`src/rtl/rpss_defines.vh`:
```
// Purpose: constants for the render pixel source select block
// Assumes: one drawing clock, synchronous active-high reset
// Notes:   command codes are local encodings of the command fetcher
`ifndef RPSS_DEFINES_VH
`define RPSS_DEFINES_VH

// command type codes (4 bits)
`define RPSS_CMD_QUAD_FILL_MULTIVALUE_SRC 4'h0
`define RPSS_CMD_QUAD_FILL_BINARY_SRC     4'h1
`define RPSS_CMD_QUAD_FILL_PARAM_COLOR    4'h2
`define RPSS_CMD_SOLID_LINE_ABS           4'h3
`define RPSS_CMD_SOLID_LINE_REL           4'h4
`define RPSS_CMD_PATTERN_LINE_ABS         4'h5
`define RPSS_CMD_PATTERN_LINE_REL         4'h6
`define RPSS_CMD_WORK_LINE_ABS            4'h7
`define RPSS_CMD_WORK_LINE_REL            4'h8
`define RPSS_CMD_WORK_TRAPEZOID_ABS       4'h9
`define RPSS_CMD_WORK_TRAPEZOID_REL       4'ha
`define RPSS_CMD_WORK_RECT_CLEAR          4'hb
`define RPSS_CMD_OTHER                    4'hf

// attribute field bit positions
`define RPSS_ATTR_TRANSPARENCY_SEL 9
`define RPSS_ATTR_SOURCE_REPEAT    8
`define RPSS_ATTR_USER_ENABLE_A    7
`define RPSS_ATTR_RELATIVE_ADDR    6
`define RPSS_ATTR_NET              5
`define RPSS_ATTR_EVEN_ODD_SELECT  4
`define RPSS_ATTR_POS3             3
`define RPSS_ATTR_POS2             2
`define RPSS_ATTR_POS1             1
`define RPSS_ATTR_POS0             0
`define RPSS_ATTR_W                10

// source classes
`define RPSS_SRC_NONE   2'h0
`define RPSS_SRC_IMAGE  2'h1
`define RPSS_SRC_PARAM  2'h2

// fifo shape and reset values
`define RPSS_FIFO_DEPTH 32
`define RPSS_FIFO_AW    5
`define RPSS_PIX_W      16
`define RPSS_ZERO_PIX   16'h0000

`endif

```
`src/rtl/rpss_fifo.v`:
```
// Purpose: synchronous valid/ready FIFO for pixel words
// Assumes: single clock, synchronous active-high reset
// Notes:   flip-flop storage; full and empty are exact
`timescale 1ns/100ps
`default_nettype none
module rpss_fifo
#(
  parameter WIDTH = 17,
  parameter DEPTH = 32,
  parameter AW    = 5
)
(
  // clock and reset
  input  wire             i_sys_clk,
  input  wire             i_sys_rst,
  // write side
  input  wire             i_wr_valid,
  input  wire [WIDTH-1:0] i_wr_data,
  output wire             o_wr_ready,
  // read side
  output wire             o_rd_valid,
  output wire [WIDTH-1:0] o_rd_data,
  input  wire             i_rd_ready
);

  reg [WIDTH-1:0] mem_q [0:DEPTH-1];
  reg [AW-1:0]    wr_ptr_q;
  reg [AW-1:0]    rd_ptr_q;
  reg [AW:0]      count_q;
  wire            push;
  wire            pop;

  // handshake terms
  assign o_wr_ready = (count_q != DEPTH[AW:0]);
  assign o_rd_valid = (count_q != {(AW+1){1'b0}});
  assign o_rd_data  = mem_q[rd_ptr_q];
  assign push       = i_wr_valid & o_wr_ready;
  assign pop        = o_rd_valid & i_rd_ready;

  // storage write
  always @(posedge i_sys_clk)
  begin
    if (push)
      mem_q[wr_ptr_q] <= i_wr_data;
  end

  // pointers and occupancy
  always @(posedge i_sys_clk)
  begin
    if (i_sys_rst)
    begin
      wr_ptr_q <= {AW{1'b0}};
      rd_ptr_q <= {AW{1'b0}};
      count_q  <= {(AW+1){1'b0}};
    end
    else
    begin
      if (push)
        wr_ptr_q <= (wr_ptr_q == DEPTH[AW-1:0] - 1'b1) ? {AW{1'b0}} : wr_ptr_q + 1'b1;
      if (pop)
        rd_ptr_q <= (rd_ptr_q == DEPTH[AW-1:0] - 1'b1) ? {AW{1'b0}} : rd_ptr_q + 1'b1;
      if (push & ~pop)
        count_q <= count_q + 1'b1;
      else if (pop & ~push)
        count_q <= count_q - 1'b1;
    end
  end

endmodule
`default_nettype wire

```
`src/rtl/rpss_top.v`:
```
// Operation
// - source image fetched only by multivalue/binary quad fills and pattern lines
// - param colour used by colour quad fill, solid lines and work lines
// - only the three quad fills may read the work mask
// - work data written only by work trapezoids, work lines, rect clear
// - work mask is read in the same pass as the source or colour
// - multivalue pixels are 8 or 16 bit; low byte holds smaller x
// - binary source is a linear bit array, leftmost pixel in lsb
// - binary 0 gives background, 1 foreground; transparent skips zeros
// - all-zero multivalue pixel is transparent and not written
// - at 16 bpp the colour parameter is the rgb value directly
// - work lines take the written bit from even/odd select
// - even/odd select 0 writes 0, 1 writes 1 into work memory
// - colour quad fill with mask paints work shape in parameter colour
// - with mask enabled a pixel is drawn only where the work bit is 1
// - attributes decoded per command from its mode field; transparency, work mask read and work value depend on command type
// - transparency chosen per command; opaque maps 0/1 to back/foreground
//
// Purpose: per-command pixel source selection and colour expansion
// Assumes: command fetcher presents one command word, then a stream of 16-bit
//          source words; inputs synchronous to i_sys_clk
// Notes:   output pixels pass through a 32-word FIFO; o_src_ready stalls source
`timescale 1ns/100ps
`default_nettype none
`include "rpss_defines.vh"
module rpss_top
(
  // clock and reset
  input  wire        i_sys_clk,
  input  wire        i_sys_rst,
  // command load
  input  wire        i_cmd_valid,
  input  wire [3:0]  i_cmd_type,
  input  wire [15:0] i_cmd_mode,
  input  wire [15:0] i_background_color,
  input  wire [15:0] i_foreground_color,
  input  wire        i_pix16_mode,
  // source data stream (image words or parameter-colour pixel slots)
  input  wire        i_src_valid,
  input  wire [15:0] i_src_word,
  input  wire        i_src_work_bit,
  input  wire        i_src_last,
  output reg         o_src_ready,
  // decoded command class
  output reg  [1:0]  o_src_class,
  output reg         o_fetch_source,
  output reg         o_read_work,
  output reg         o_write_work,
  output reg         o_work_value,
  output reg         o_busy,
  // decoded attributes
  output reg         o_transparency_sel,
  output reg         o_source_repeat_style,
  output reg         o_user_enable_a,
  output reg         o_relative_source_addr,
  output reg         o_net_draw,
  output reg         o_even_odd_select,
  output reg  [3:0]  o_cmd_dep_bits,
  // pixel output
  output reg         o_pix_valid,
  output reg  [15:0] o_pix_color,
  output reg         o_pix_write,
  input  wire        i_pix_ready
);

  //////////////////////////////////////////////////////////////////////////////
  // state
  localparam ST_IDLE  = 2'h0;
  localparam ST_RUN   = 2'h1;

  reg  [1:0]  state_q;
  reg  [1:0]  state_d;
  reg  [3:0]  cmd_q;
  reg  [9:0]  attr_q;
  reg  [15:0] bg_q;
  reg  [15:0] fg_q;
  reg         pix16_q;
  reg  [15:0] word_q;
  reg         word_work_q;
  reg         word_last_q;
  reg  [3:0]  bit_idx_q;
  reg         have_word_q;

  //////////////////////////////////////////////////////////////////////////////
  // command class decode
  wire is_mv      = (i_cmd_type == `RPSS_CMD_QUAD_FILL_MULTIVALUE_SRC);
  wire is_bin     = (i_cmd_type == `RPSS_CMD_QUAD_FILL_BINARY_SRC);
  wire is_pc      = (i_cmd_type == `RPSS_CMD_QUAD_FILL_PARAM_COLOR);
  wire is_pattern_line_abs   = (i_cmd_type == `RPSS_CMD_PATTERN_LINE_ABS) |
                    (i_cmd_type == `RPSS_CMD_PATTERN_LINE_REL);
  wire is_sline   = (i_cmd_type == `RPSS_CMD_SOLID_LINE_ABS) |
                    (i_cmd_type == `RPSS_CMD_SOLID_LINE_REL);
  wire is_wline   = (i_cmd_type == `RPSS_CMD_WORK_LINE_ABS) |
                    (i_cmd_type == `RPSS_CMD_WORK_LINE_REL);
  wire is_wtrap   = (i_cmd_type == `RPSS_CMD_WORK_TRAPEZOID_ABS) |
                    (i_cmd_type == `RPSS_CMD_WORK_TRAPEZOID_REL);
  wire is_wclr    = (i_cmd_type == `RPSS_CMD_WORK_RECT_CLEAR);
  wire cmd_src    = is_mv | is_bin | is_pattern_line_abs;
  wire cmd_param  = is_pc | is_sline | is_wline;
  wire cmd_wwrite = is_wtrap | is_wline | is_wclr;
  wire cmd_draws  = cmd_src | cmd_param;

  // masked read only for quad fills with the work attribute
  wire cmd_wread  = (is_mv | is_bin | is_pc) &
                    i_cmd_mode[`RPSS_ATTR_POS0];
  // transparency only meaningful for source fills and pattern lines
  wire cmd_transparency_sel   = (is_mv | is_bin | is_pattern_line_abs) &
                    i_cmd_mode[`RPSS_ATTR_TRANSPARENCY_SEL];

  //////////////////////////////////////////////////////////////////////////////
  // fifo between expansion and pixel sink
  wire        ff_wr_ready;
  wire        ff_wr_valid;
  wire [16:0] ff_wr_data;
  wire        ff_rd_valid;
  wire [16:0] ff_rd_data;
  wire        ff_rd_ready = ~o_pix_valid | i_pix_ready;

  rpss_fifo
  #(
    .WIDTH (17),
    .DEPTH (`RPSS_FIFO_DEPTH),
    .AW    (`RPSS_FIFO_AW)
  )
  u_fifo
  (
    .i_sys_clk  (i_sys_clk),
    .i_sys_rst  (i_sys_rst),
    .i_wr_valid (ff_wr_valid),
    .i_wr_data  (ff_wr_data),
    .o_wr_ready (ff_wr_ready),
    .o_rd_valid (ff_rd_valid),
    .o_rd_data  (ff_rd_data),
    .i_rd_ready (ff_rd_ready)
  );

  //////////////////////////////////////////////////////////////////////////////
  // pixel expansion of the current word
  wire        cur_is_mv  = (cmd_q == `RPSS_CMD_QUAD_FILL_MULTIVALUE_SRC);
  wire        cur_is_pc  = (cmd_q == `RPSS_CMD_QUAD_FILL_PARAM_COLOR) |
                           (cmd_q == `RPSS_CMD_SOLID_LINE_ABS) |
                           (cmd_q == `RPSS_CMD_SOLID_LINE_REL) |
                           (cmd_q == `RPSS_CMD_WORK_LINE_ABS) |
                           (cmd_q == `RPSS_CMD_WORK_LINE_REL);
  wire        cur_wread  = o_read_work;
  wire [3:0]  last_idx   = cur_is_pc ? 4'h0 :
                           cur_is_mv ? (pix16_q ? 4'h0 : 4'h1) : 4'hf;
  wire        bin_bit    = word_q[bit_idx_q];
  wire [7:0]  mv_byte    = bit_idx_q[0] ? word_q[15:8] : word_q[7:0];
  reg  [15:0] exp_color;
  reg         exp_write;

  // colour and write decision for one pixel
  always @*
  begin
    exp_color = `RPSS_ZERO_PIX;
    exp_write = 1'b0;
    if (cur_is_pc)
    begin
      exp_color = fg_q;
      exp_write = 1'b1;
    end
    else if (cur_is_mv)
    begin
      exp_color = pix16_q ? word_q : {8'h00, mv_byte};
      exp_write = pix16_q ? (word_q != `RPSS_ZERO_PIX)
                          : (mv_byte != 8'h00);
    end
    else
    begin
      exp_color = bin_bit ? fg_q : bg_q;
      exp_write = bin_bit | ~o_transparency_sel;
    end
    // mask from the same pass gates the draw
    if (cur_wread & ~word_work_q)
      exp_write = 1'b0;
  end

  //////////////////////////////////////////////////////////////////////////////
  // sequencing
  wire take_word = (state_q == ST_RUN) & (~have_word_q) & i_src_valid;
  wire emit      = (state_q == ST_RUN) & have_word_q & ff_wr_ready;
  wire word_done = emit & (bit_idx_q == last_idx);

  // push in the cycle that saw room, so a full fifo never drops a pixel
  assign ff_wr_valid = emit;
  assign ff_wr_data  = {exp_write, exp_color};

  // next state
  always @*
  begin
    state_d = state_q;
    case (state_q)
      ST_IDLE:
        if (i_cmd_valid & cmd_draws)
          state_d = ST_RUN;
      ST_RUN:
        if (word_done & word_last_q)
          state_d = ST_IDLE;
      default:
        state_d = ST_IDLE;
    endcase
  end

  // command latch, attribute decode and datapath
  always @(posedge i_sys_clk)
  begin
    if (i_sys_rst)
    begin
      state_q                <= ST_IDLE;
      cmd_q                  <= `RPSS_CMD_OTHER;
      attr_q                 <= 10'h000;
      bg_q                   <= `RPSS_ZERO_PIX;
      fg_q                   <= `RPSS_ZERO_PIX;
      pix16_q                <= 1'b0;
      word_q                 <= `RPSS_ZERO_PIX;
      word_work_q            <= 1'b0;
      word_last_q            <= 1'b0;
      bit_idx_q              <= 4'h0;
      have_word_q            <= 1'b0;
      o_src_ready            <= 1'b0;
      o_src_class            <= `RPSS_SRC_NONE;
      o_fetch_source         <= 1'b0;
      o_read_work            <= 1'b0;
      o_write_work           <= 1'b0;
      o_work_value           <= 1'b0;
      o_busy                 <= 1'b0;
      o_transparency_sel     <= 1'b0;
      o_source_repeat_style  <= 1'b0;
      o_user_enable_a        <= 1'b0;
      o_relative_source_addr <= 1'b0;
      o_net_draw             <= 1'b0;
      o_even_odd_select      <= 1'b0;
      o_cmd_dep_bits         <= 4'h0;
    end
    else
    begin
      state_q <= state_d;
      // a new command is decoded only when idle
      if ((state_q == ST_IDLE) & i_cmd_valid)
      begin
        cmd_q                  <= i_cmd_type;
        attr_q                 <= i_cmd_mode[9:0];
        bg_q                   <= i_background_color;
        fg_q                   <= i_foreground_color;
        pix16_q                <= i_pix16_mode;
        o_src_class            <= cmd_src ? `RPSS_SRC_IMAGE :
                                  cmd_param ? `RPSS_SRC_PARAM : `RPSS_SRC_NONE;
        o_fetch_source         <= cmd_src;
        o_read_work            <= cmd_wread;
        o_write_work           <= cmd_wwrite;
        o_work_value           <= is_wline &
                                  i_cmd_mode[`RPSS_ATTR_EVEN_ODD_SELECT];
        o_transparency_sel     <= cmd_transparency_sel;
        o_source_repeat_style  <= i_cmd_mode[`RPSS_ATTR_SOURCE_REPEAT];
        o_user_enable_a        <= i_cmd_mode[`RPSS_ATTR_USER_ENABLE_A];
        o_relative_source_addr <= i_cmd_mode[`RPSS_ATTR_RELATIVE_ADDR];
        o_net_draw             <= i_cmd_mode[`RPSS_ATTR_NET];
        o_even_odd_select      <= i_cmd_mode[`RPSS_ATTR_EVEN_ODD_SELECT];
        o_cmd_dep_bits         <= i_cmd_mode[`RPSS_ATTR_POS3:`RPSS_ATTR_POS0];
      end
      o_busy      <= (state_d == ST_RUN);
      o_src_ready <= (state_d == ST_RUN) & ~(have_word_q | take_word) ? 1'b1 :
                     (state_d == ST_RUN) & word_done & ~word_last_q;
      // word capture and pixel stepping
      if (take_word & o_src_ready)
      begin
        word_q      <= i_src_word;
        word_work_q <= i_src_work_bit;
        word_last_q <= i_src_last;
        bit_idx_q   <= 4'h0;
        have_word_q <= 1'b1;
      end
      else if (emit)
      begin
        bit_idx_q <= bit_idx_q + 4'h1;
        if (bit_idx_q == last_idx)
          have_word_q <= 1'b0;
      end
    end
  end

  // fifo read side drives the registered pixel outputs
  always @(posedge i_sys_clk)
  begin
    if (i_sys_rst)
    begin
      o_pix_valid <= 1'b0;
      o_pix_color <= `RPSS_ZERO_PIX;
      o_pix_write <= 1'b0;
    end
    else if (ff_rd_ready)
    begin
      o_pix_valid <= ff_rd_valid;
      o_pix_color <= ff_rd_data[15:0];
      o_pix_write <= ff_rd_data[16] & ff_rd_valid;
    end
  end

endmodule
`default_nettype wire

```
`config.mk`:
```
export PLATFORM = sky130hd
export DESIGN_NAME = rpss_top
export DESIGN_NICKNAME = d
export VERILOG_FILES = /design/src/rtl/rpss_fifo.v /design/src/rtl/rpss_top.v
export VERILOG_INCLUDE_DIRS = /design/src /design/src/rtl
export SDC_FILE = /design/constraint.sdc
export NUM_CORES = 1
export LEC_CHECK = 0
export ABC_AREA = 1
export BUFFER_PORTS_ARGS = -buffer_cell sky130_fd_sc_hd__buf_2
export CAP_MARGIN = 30
export CORE_ASPECT_RATIO = 1.75
export CORE_UTILIZATION = 45
export CTS_BUF_LIST = sky130_fd_sc_hd__clkbuf_8
export DETAILED_ROUTE_END_ITERATION = 8
export PLACE_DENSITY_LB_ADDON = 0.1
export SETUP_SLACK_MARGIN = 0.15
export SLEW_MARGIN = 30
export SYNTH_ARGS = -nofsm -noshare
export SYNTH_HDL_FRONTEND = slang
export SYNTH_SLANG_ARGS = --single-unit
```
`constraint.sdc`:
```
create_clock -name i_sys_clk -period 6.65 [get_ports i_sys_clk]
set_input_delay 0.3325 -clock i_sys_clk [delete_from_list [all_inputs] [get_ports i_sys_clk]]
set_output_delay 0.3325 -clock i_sys_clk [all_outputs]
set_load 0.01 [all_outputs]
```
==> results of run 1 <==
-- power by group --
part           total [mW]  switching, mW  internal, mW  leakage [nW]
Combinational        2.52           1.75         0.762          4.24
Sequential           4.73         0.0810          4.65          5.96
Clock                3.04           1.54          1.50          1.04
Total                10.3           3.37          6.91          11.2
-- path summary, 6_finish.rpt --
path	startpoint	to	slack (ps)	cells past startpoint
worst min register to register	bg_q[13]$_SDFFE_PP0P_	bg_q[13]$_SDFFE_PP0P_	460	2
worst max-delay path	flip-flop	o_pix_write$_SDFFE_PP0N_	3300	10
worst max register to register	flip-flop	o_pix_write$_SDFFE_PP0N_	3300	10
worst min-delay path	i_foreground_color[4]	fg_q[4]$_SDFFE_PP0P_	60	3
-- cell families (layout without fill, tap and decap cells) --
family | count (synthesis) | after routing | share of synthesized area
other | 1 | 2 | 0.000137
DFF | 662 | 662 | 0.685
buffers and inverters | 292 | 552 | 0.0482
and+or+nand+nor | 964 | 964 | 0.146
AOI/OAI and AO/OA | 554 | 554 | 0.112
adders and majority gates | 14 | 14 | 0.00669
xor gates and xnor gates | 7 | 7 | 0.00224
-- registers in the layout, indices dropped and copies added, names as in the netlist, 2 cells and up, named ones only --
name             cells
bg_q                16
bit_idx_q            4
cmd_q                4
fg_q                16
o_cmd_dep_bits       4
o_pix_color         16
o_src_class          2
state_q              2
u_fifo.count_q       6
u_fifo.mem_q       544
u_fifo.rd_ptr_q      5
u_fifo.wr_ptr_q      5
word_q              16
-- layer usage --
metal | track usage | up-vias | part of all wire
met1 | 0.274 | 9425 | 0.37
met5 | 0 | - | 0
li1 | - | 9127 | -
met4 | 0.106 | 0 | 0.034
met2 | 0.461 | 633 | 0.54
met3 | 0.0325 | 162 | 0.051
-- per-stage QoR --
stage | instances | setup slack, ps | utilization
finish | 3541 | 3300 | 0.517
global route | 3541 | 3040 | 0.517
CTS | 3540 | 3260 | 0.517
detailed placement | 3291 | 3350 | 0.476
global placement | 3291 | 3260 | 0.476
floorplan | 2494 | 4120 | -
-- layout by cell type (no fill, tap or decap), types with 2 or more instances in the layout --
cell type and count:
nor2_2 23, clkbuf_8 103, inv_2 4, clkinvlp_4 4, buf_4 56, o21a_1 3
a211oi_1 2, buf_2 105, nand4_1 9, or2_2 3, ha_1 13, clkinv_1 27
o211ai_1 95, nor2_4 2, nand2_2 3, nor3b_1 2, buf_12 3, clkinv_2 5
xor2_1 5, nor3_2 3, nand2_1 204, nor2_1 472, dfxtp_4 2, a21oi_1 93
o21ai_1 30, xnor2_1 2, a21oi_2 9, nand3_1 231, bufinv_16 2, nor3_1 7
nand3_2 3, edfxtp_1 544, dlygate4sd3_1 70, inv_1 171, dfxtp_1 115, o21ai_0 317
-- repair_timing --
item / in CTS / in global routing
hold endpoints to repair: 71 / 0
buffers inserted: 0 / 0
hold buffers: 70 / 0
-- critical path: cells and delay by family (launching register included) --
family / cells / cell delay (ps)
compound gates: 2 / 210
buf+inv: 3 / 1570
flops: 1 / 380
simple gates: 5 / 730
-- area by class of cell --
type,count,area share
diodes,1,0.0000804
clock buffers,103,0.0455
clock inverters,76,0.0115
inverters,139,0.0171
multi-input cells,1540,0.238
flip-flops and latches,662,0.601
well taps,786,0.0316
repair buffers,234,0.0548
==> impl_metrics.json, run 1 <==
{
  "run_status": "finished clean",
  "multi_input_area_um2": 7420,
  "antenna_left": 0,
  "setup-tns-final_ps": 0,
  "rsz0062_at_grt": "false",
  "crit_type": "flip-flop to flip-flop",
  "cap_violations": 0,
  "final_cell_area_um2": 31100,
  "ys_async_sr_fraction": 0,
  "cts_buffers": 97,
  "powerDensity_nw_per_um2": 330,
  "avgSynthCellArea_um2": 11.0,
  "vias": 19300,
  "synth_nets": 2584,
  "maxSlewHeadroom": 0.167,
  "clockBufferDepth": 3,
  "syn_inst": 2494,
  "initial_core_util": 0.454,
  "routed_wl_um": 75200,
  "seq_area_um2": 18700,
  "hp-class": "input port to flip-flop",
  "clkLatencyLatePin_ps": 690,
  "irDropWorstVdd_mv": 0.250,
  "report.power.total_mw": 10.3,
  "drtIter0Drc": 1345,
  "finClkSkew_ps": 32.1,
  "setup_viol": 0,
  "hpwl_um": 43200,
  "fmax_mhz": 298,
  "crit_path_end_kind": "flip-flop",
  "die_h_um": 328,
  "antenna_found_initial": 1,
  "cp.arrival_ps": 3920,
  "fillers": 5382,
  "dr.pass1.iters": 6,
  "placementRows": 119,
  "wl_per_cell_um": 21.2,
  "areaGrowthSynthToFinish_pct": 14.0,
  "cts.sinks": 662,
  "grt.total_usage": 0.245,
  "grt_pass1_vias": 19200,
  "ios": 112,
  "root_buffer": "clkbuf_8",
  "cp_max_fo": 195,
  "synth_area_leaders": "edfxtp_1 60%, dfxtp_1 8.6%, nor2_1 6.8%",
  "cts_resized": 0,
  "clk_pin_slew_worst_paths_ps": 60,
  "hold_viol": 0,
  "p_leak_nw": 11.2,
  "nets": 2764,
  "netlist_area_um2": 27300,
  "tritoncts": "built",
  "drive_above_1_share": 0.122,
  "grt_start_max_net_pins": 196,
  "viasPerCell": 5.46,
  "gp_congestion": 0.834,
  "worstMarginPinSlew_ps": 1250,
  "synth_commonest_cells": "544 x edfxtp_1, 496 x nor2_1, 317 x o21ai_0",
  "hold_ws_ps": 56.2,
  "yosys.area.top_type": "edfxtp_1",
  "synth_edf_count": 544,
  "gr-total-overflow": 0,
  "setup.worst_path.start_class": "flip-flop",
  "die_x_um": 188,
  "ys_seq_elements": 662,
  "core_um2": 60200,
  "yosysSeqAreaShare": 0.685,
  "yosysWarnings": 0,
  "slew_violations": 0,
  "slowest_delay_ps": 570,
  "htree_levels": 3,
  "drc_errors": 0,
  "yosysMostFrequentCell": "edfxtp_1",
  "path_cells": "buf_4 -> buf_12 -> nand2_1 -> o211ai_1 -> nand3_1 -> nand3_1 -> nand3_1 -> nand3_1 -> a21oi_1 -> dlygate4sd3_1",
  "cp.required_ps": 7210,
  "crit_top_cell": "nand3_1",
  "fin_crit_ps": 3350,
  "synth.distinct_cells": 38,
  "port_buffers": 105,
  "placed_area_um2": 28600,
  "fin_crit_sh": 0.504,
  "cp_slowest_cell": "dlygate4sd3_1",
  "die-area_um2": 61700,
  "synth_ff_type": "edfxtp_1",
  "synth_top_area_frac": 0.598,
  "grt_pass1_wl_um": 114000
}
Power figures use the tool's default switching activity.
==> run 2, diff against run 1 <==
==> constraint.sdc (replaced) <==
create_clock -name i_sys_clk -period 2.7 [get_ports i_sys_clk]
set_input_delay 0.135 -clock i_sys_clk [delete_from_list [all_inputs] [get_ports i_sys_clk]]
set_output_delay 0.135 -clock i_sys_clk [all_outputs]
set_load 0.01 [all_outputs]
==> run 2 against run 1 <==
Die area stayed put. Fmax up 40%. Final cell count grew 1.6%. First-iteration DRC count decreased by 3.9%. Non-clock buffer count rose by 53. Register-to-register slack worse by 3000 ps. Count of clock-buffer cells in the layout grew 9. Utilization increased by 1.4 points. Critical endpoint is now u_fifo.mem_q[12][10]$_DFFE_PP_. Largest power group unchanged. Highest routed layer unchanged.
==> impl_metrics.json, run 2 (synthesis gave the netlist of run 1 again) <==
{
  "run_status": "finished clean",
  "hold_viol": 0,
  "gr-total-overflow": 0,
  "fmax_mhz": 418,
  "grt_pass1_wl_um": 117000,
  "r2r_cells": 7,
  "irDropWorstVdd_mv": 0.483,
  "areaGrowthSynthToFinish_pct": 16.9,
  "maxSlewHeadroom": 0.415,
  "place_inst": 3333,
  "finClkSkew_ps": 40.2,
  "setup.worst_path.start_class": "flip-flop",
  "clkLatencyLatePin_ps": 710,
  "crit_path_end_kind": "flip-flop",
  "grt.total_usage": 0.255,
  "fillers": 5297,
  "cts_buffers": 98,
  "htree_levels": 3,
  "setup_viol": 0,
  "wl_per_cell_um": 21.7,
  "nets": 2818,
  "p_clk_frac": 0.307,
  "cp-startpoint": "have_word_q$_SDFFE_PP0P_",
  "drtIter0Drc": 1292,
  "rrSetupSlack_ps": 310,
  "initial_core_util": 0.454,
  "r2r-start": "have_word_q$_SDFFE_PP0P_",
  "port_buffers": 105,
  "dr.pass1.iters": 5,
  "cp_max_fo": 11,
  "p_comb_frac": 0.250,
  "viasPerCell": 5.44,
  "cp.arrival_ps": 2780,
  "routed_wl_um": 78000,
  "gp_congestion": 0.872,
  "r2r_end": "u_fifo.mem_q[12][10]$_DFFE_PP_",
  "p_switching_mw": 8.54,
  "clockBufferDepth": 3,
  "grt_pass1_vias": 19500,
  "powerDensity_nw_per_um2": 825,
  "p_leak_nw": 11.6,
  "grt_start_max_net_pins": 114,
  "crit_type": "flip-flop to flip-flop",
  "drc_errors": 0,
  "cap_violations": 0,
  "root_buffer": "clkbuf_8",
  "fin_crit_sh": 0.886,
  "die_h_um": 328,
  "slew_violations": 0,
  "largest-register": "u_fifo.mem_q",
  "tritoncts": "built",
  "ios": 112,
  "layout_commonest_cell": "edfxtp_1",
  "clk_pin_slew_worst_paths_ps": 60,
  "largest_reg_flops": 544,
  "hpwl_um": 47800,
  "mostFrequentLayoutCells": "544 x edfxtp_1, 472 x nor2_1, 317 x o21ai_0",
  "placementRows": 119,
  "antenna_left": 0,
  "report.power.total_mw": 26.3,
  "fin_cells": 3597,
  "worstMarginPinSlew_ps": 877,
  "cp.required_ps": 3090,
  "antenna_found_initial": 1,
  "cp-endpoint": "u_fifo.mem_q[12][10]$_DFFE_PP_",
  "core_um2": 60200,
  "vias": 19600,
  "die_x_um": 188,
  "cts.sinks": 662,
  "hp-class": "input port to flip-flop",
  "die-area_um2": 61700,
  "power_frac_seq": 0.443,
  "fin_ws_ps": 307,
  "fin_crit_ps": 2390,
  "sw_frac_of_total": 0.324,
  "p_int_mw": 17.8,
  "drive_above_1_share": 0.144,
  "rsz0062_at_grt": "true",
  "post-place-ws_ps": 135,
  "setup-tns-final_ps": 0
}
run 2: changes by cell type in the layout (fill, tap and decap cells not counted), sizes merged:
cell	change
clkinv	+9
buf	+42
bufinv	+2
clkinvlp	-3
inv	-14
dlygate4sd3	+11
clkbuf	+9
run 2: power by group through the flow:
stage               sequential, mW  combinational [mW]  clock (mW)
finish                        11.7                6.59        8.09
global route                  11.7                7.30        8.66
CTS                           11.7                6.64        8.28
detailed placement            11.9                6.53           0
global placement              11.9                6.45           0
floorplan                     11.9                4.38           0
run 2: stage by stage:
step | utilization | cell area, um2 | hold slack [ps]
6_report | 0.531 | 31900 | 230
5_1_grt | 0.531 | 31900 | 216
4_1_cts | 0.531 | 31900 | 169
3_5_place_dp | 0.485 | 29200 | 397
3_3_place_gp | 0.485 | 29100 | 388
2_1_floorplan | - | 27300 | 248
run 2: layout make-up:
class                   instances  area, um2  share of cell area
diodes                          1       2.50           0.0000783
clock buffers                 112       1540              0.0483
clock inverters                70        412              0.0129
inverters                     139        531              0.0166
multi-input cells            1540       7410               0.232
flip-flops and latches        662      18700               0.586
well taps                     786        983              0.0308
repair buffers                287       2360              0.0738
run 2: repair_timing:
| action | in CTS | in global routing |
|---|---|---|
| setup endpoints to repair | 184 | 180 |
| hold endpoints to repair | 80 | 0 |
| hold buffers | 81 | 0 |
| cloned | 0 | 0 |
| buffers inserted | 0 | 0 |
| gates resized for setup | 2 | 3 |
run 2: metal layers:
layer	part of all wire	global-route usage
met3	0.045	0.0350
met4	0.033	0.104
met5	0	0
met1	0.38	0.281
met2	0.54	0.484
run 2: how the worst min path moves through the flow:
stage / end / cells after the start / startpoint
final: word_last_q$_SDFFE_PP0P_ / 4 / i_src_last
after global routing: word_work_q$_SDFFE_PP0P_ / 4 / i_src_work_bit
after CTS: word_last_q$_SDFFE_PP0P_ / 4 / i_src_last
after detailed placement: word_q[15]$_SDFFE_PP0P_ / 3 / i_src_word[15]
after global placement: o_cmd_dep_bits[3]$_SDFFE_PP0P_ / 3 / i_cmd_mode[3]
after floorplan: cmd_q[3]$_SDFFE_PP1P_ / 2 / i_cmd_type[3]
run 2: worst max-delay path: stages, from the launching register on:
cell      delay (ps)
dfxtp_1          330
inv_1             70
nor3_1           210
nand2_2           90
clkinv_2         110
nand2_1          210
nor2_2           730
buf_4            310
==> run 3, diff against run 2 <==
--- a/config.mk
+++ b/config.mk
@@ -14,6 +14,7 @@
 export CTS_BUF_LIST = sky130_fd_sc_hd__clkbuf_8
 export DETAILED_ROUTE_END_ITERATION = 8
 export PLACE_DENSITY_LB_ADDON = 0.1
+export RECOVER_POWER = 100
 export SETUP_SLACK_MARGIN = 0.15
 export SLEW_MARGIN = 30
 export SYNTH_ARGS = -nofsm -noshare
==> run 3 against run 2 <==
Critical path depth stayed put. Register-to-register slack worse by 100 ps. Non-clock buffer count did not move. Sequential power about the same. Hold slack better by 2.9 ps. Flip-flop and latch count did not move. Critical path type unchanged. Largest cell class unchanged. Largest power group unchanged.
==> impl_metrics.json, run 3 (synthesis gave the netlist of run 1 again) <==
{
  "maxSlewHeadroom": 0.164,
  "antenna_found_initial": 1,
  "die-area_um2": 61700,
  "grtUsageMet3": 0.0350,
  "p_leak_nw": 11.3,
  "tritoncts": "built",
  "slew_violations": 0,
  "final_util": 0.525,
  "dr.pass1.iters": 5,
  "met2_usage": 0.484,
  "routed_wl_um": 78000,
  "ios": 112,
  "clkLatencyLatePin_ps": 710,
  "htree_levels": 3,
  "clk_pin_slew_worst_paths_ps": 60,
  "finClkSkew_ps": 37.1,
  "mostFrequentLayoutCells": "544 x edfxtp_1, 475 x nor2_1, 319 x o21ai_0",
  "hold_viol": 0,
  "cts.sinks": 662,
  "worstMarginPinSlew_ps": 1250,
  "antenna_left": 0,
  "run_status": "finished clean",
  "r2r_cells": 7,
  "grtUsageMet1": 0.281,
  "fillers": 5372,
  "crit_path_end_kind": "flip-flop",
  "core_um2": 60200,
  "die_x_um": 188,
  "drive_above_1_share": 0.121,
  "die_h_um": 328,
  "setup-tns-final_ps": 0,
  "port_buffers": 105,
  "hp-class": "input port to flip-flop",
  "clockBufferDepth": 3,
  "areaGrowthSynthToFinish_pct": 15.7,
  "hpwl_um": 47800,
  "largest_reg_flops": 544,
  "crit_type": "flip-flop to flip-flop",
  "viasPerCell": 5.45,
  "cp_max_fo": 13,
  "fin_crit_sh": 0.925,
  "fin_crit_ps": 2500,
  "placementRows": 119,
  "grt_start_max_net_pins": 114,
  "rrSetupSlack_ps": 200,
  "cp.required_ps": 3080,
  "fmax_mhz": 401,
  "nets": 2818,
  "root_buffer": "clkbuf_8",
  "initial_core_util": 0.454,
  "placed_area_um2": 29200,
  "largest-register": "u_fifo.mem_q",
  "cp.arrival_ps": 2870,
  "hold-path-cell-count": 4,
  "holdCritStartpoint": "i_src_last",
  "vias": 19600,
  "drtIter0Drc": 1396,
  "irDropWorstVdd_mv": 0.461,
  "powerDensity_nw_per_um2": 830,
  "grt.total_usage": 0.255,
  "wl_per_cell_um": 21.7,
  "cap_violations": 0,
  "final_cell_area_um2": 31600,
  "busiest_layer": "met2",
  "cts_buffers": 98,
  "cp-startpoint": "u_fifo.count_q[1]$_SDFFE_PP0P_",
  "grt_pass1_vias": 19500,
  "drc_errors": 0,
  "setup_viol": 0,
  "post-cts-setup-buffers": 0,
  "grt_pass1_wl_um": 117000,
  "r2r-start": "u_fifo.count_q[1]$_SDFFE_PP0P_",
  "layout_commonest_cell": "edfxtp_1",
  "gr-total-overflow": 0,
  "gp_congestion": 0.872,
  "rsz0062_at_grt": "true",
  "setup.worst_path.start_class": "flip-flop"
}
run 3: critical path, stage by stage (launching register included):
cell and delay (ps):
dfxtp_1 420, nor2_1 90, nand4_1 90, nand2_1 90, clkinv_2 120, nand2_1 110, nor2_2 940, clkbuf_1 320
run 3: final timing paths:
check                                  endpoint
hold reg to reg            bg_q[8]$_SDFFE_PP0P_
setup / recovery  u_fifo.mem_q[10][1]$_DFFE_PP_
hold / removal         word_last_q$_SDFFE_PP0P_
setup reg to reg  u_fifo.mem_q[10][1]$_DFFE_PP_
run 3: layer usage:
layer | vias up | routed length, um | part of all wire
li1 | 9250 | - | -
met1 | 9624 | 29300 | 0.38
met2 | 608 | 42500 | 0.54
met3 | 130 | 3660 | 0.047
met4 | 0 | 2590 | 0.033
met5 | - | 0 | 0
run 3: layout make-up:
cell class,instances,area [um2],area share
Antenna cell,1,2.50,0.0000792
Clock inverter,70,412,0.0130
Tap cell,786,983,0.0311
Multi-Input combinational cell,1540,7350,0.232
Inverter,139,531,0.0168
Sequential cell,662,18700,0.592
Timing Repair Buffer,287,2080,0.0659
Clock buffer,112,1540,0.0488
run 3: stage by stage:
step	instances	power [mW]	hold slack [ps]	worst slack, ps
floorplan	2494	16.2	248	166
finish	3597	26.2	233	203
CTS	3596	26.6	169	272
global placement	3333	18.3	388	141
global route	3597	27.5	216	76.7
detailed placement	3333	18.4	397	135
run 3: repair_timing:
item,in CTS,in global routing
resized for setup,2,3
hold buffers,81,0
endpoints found under the hold margin,80,0
endpoints found under the setup margin,184,180
run 3: power by group:
| part | switching [mW] | total (mW) | internal, mW |
|---|---|---|---|
| logic | 4.41 | 6.48 | 2.06 |
| clock network | 3.90 | 8.09 | 4.19 |
| registers | 0.228 | 11.7 | 11.4 |
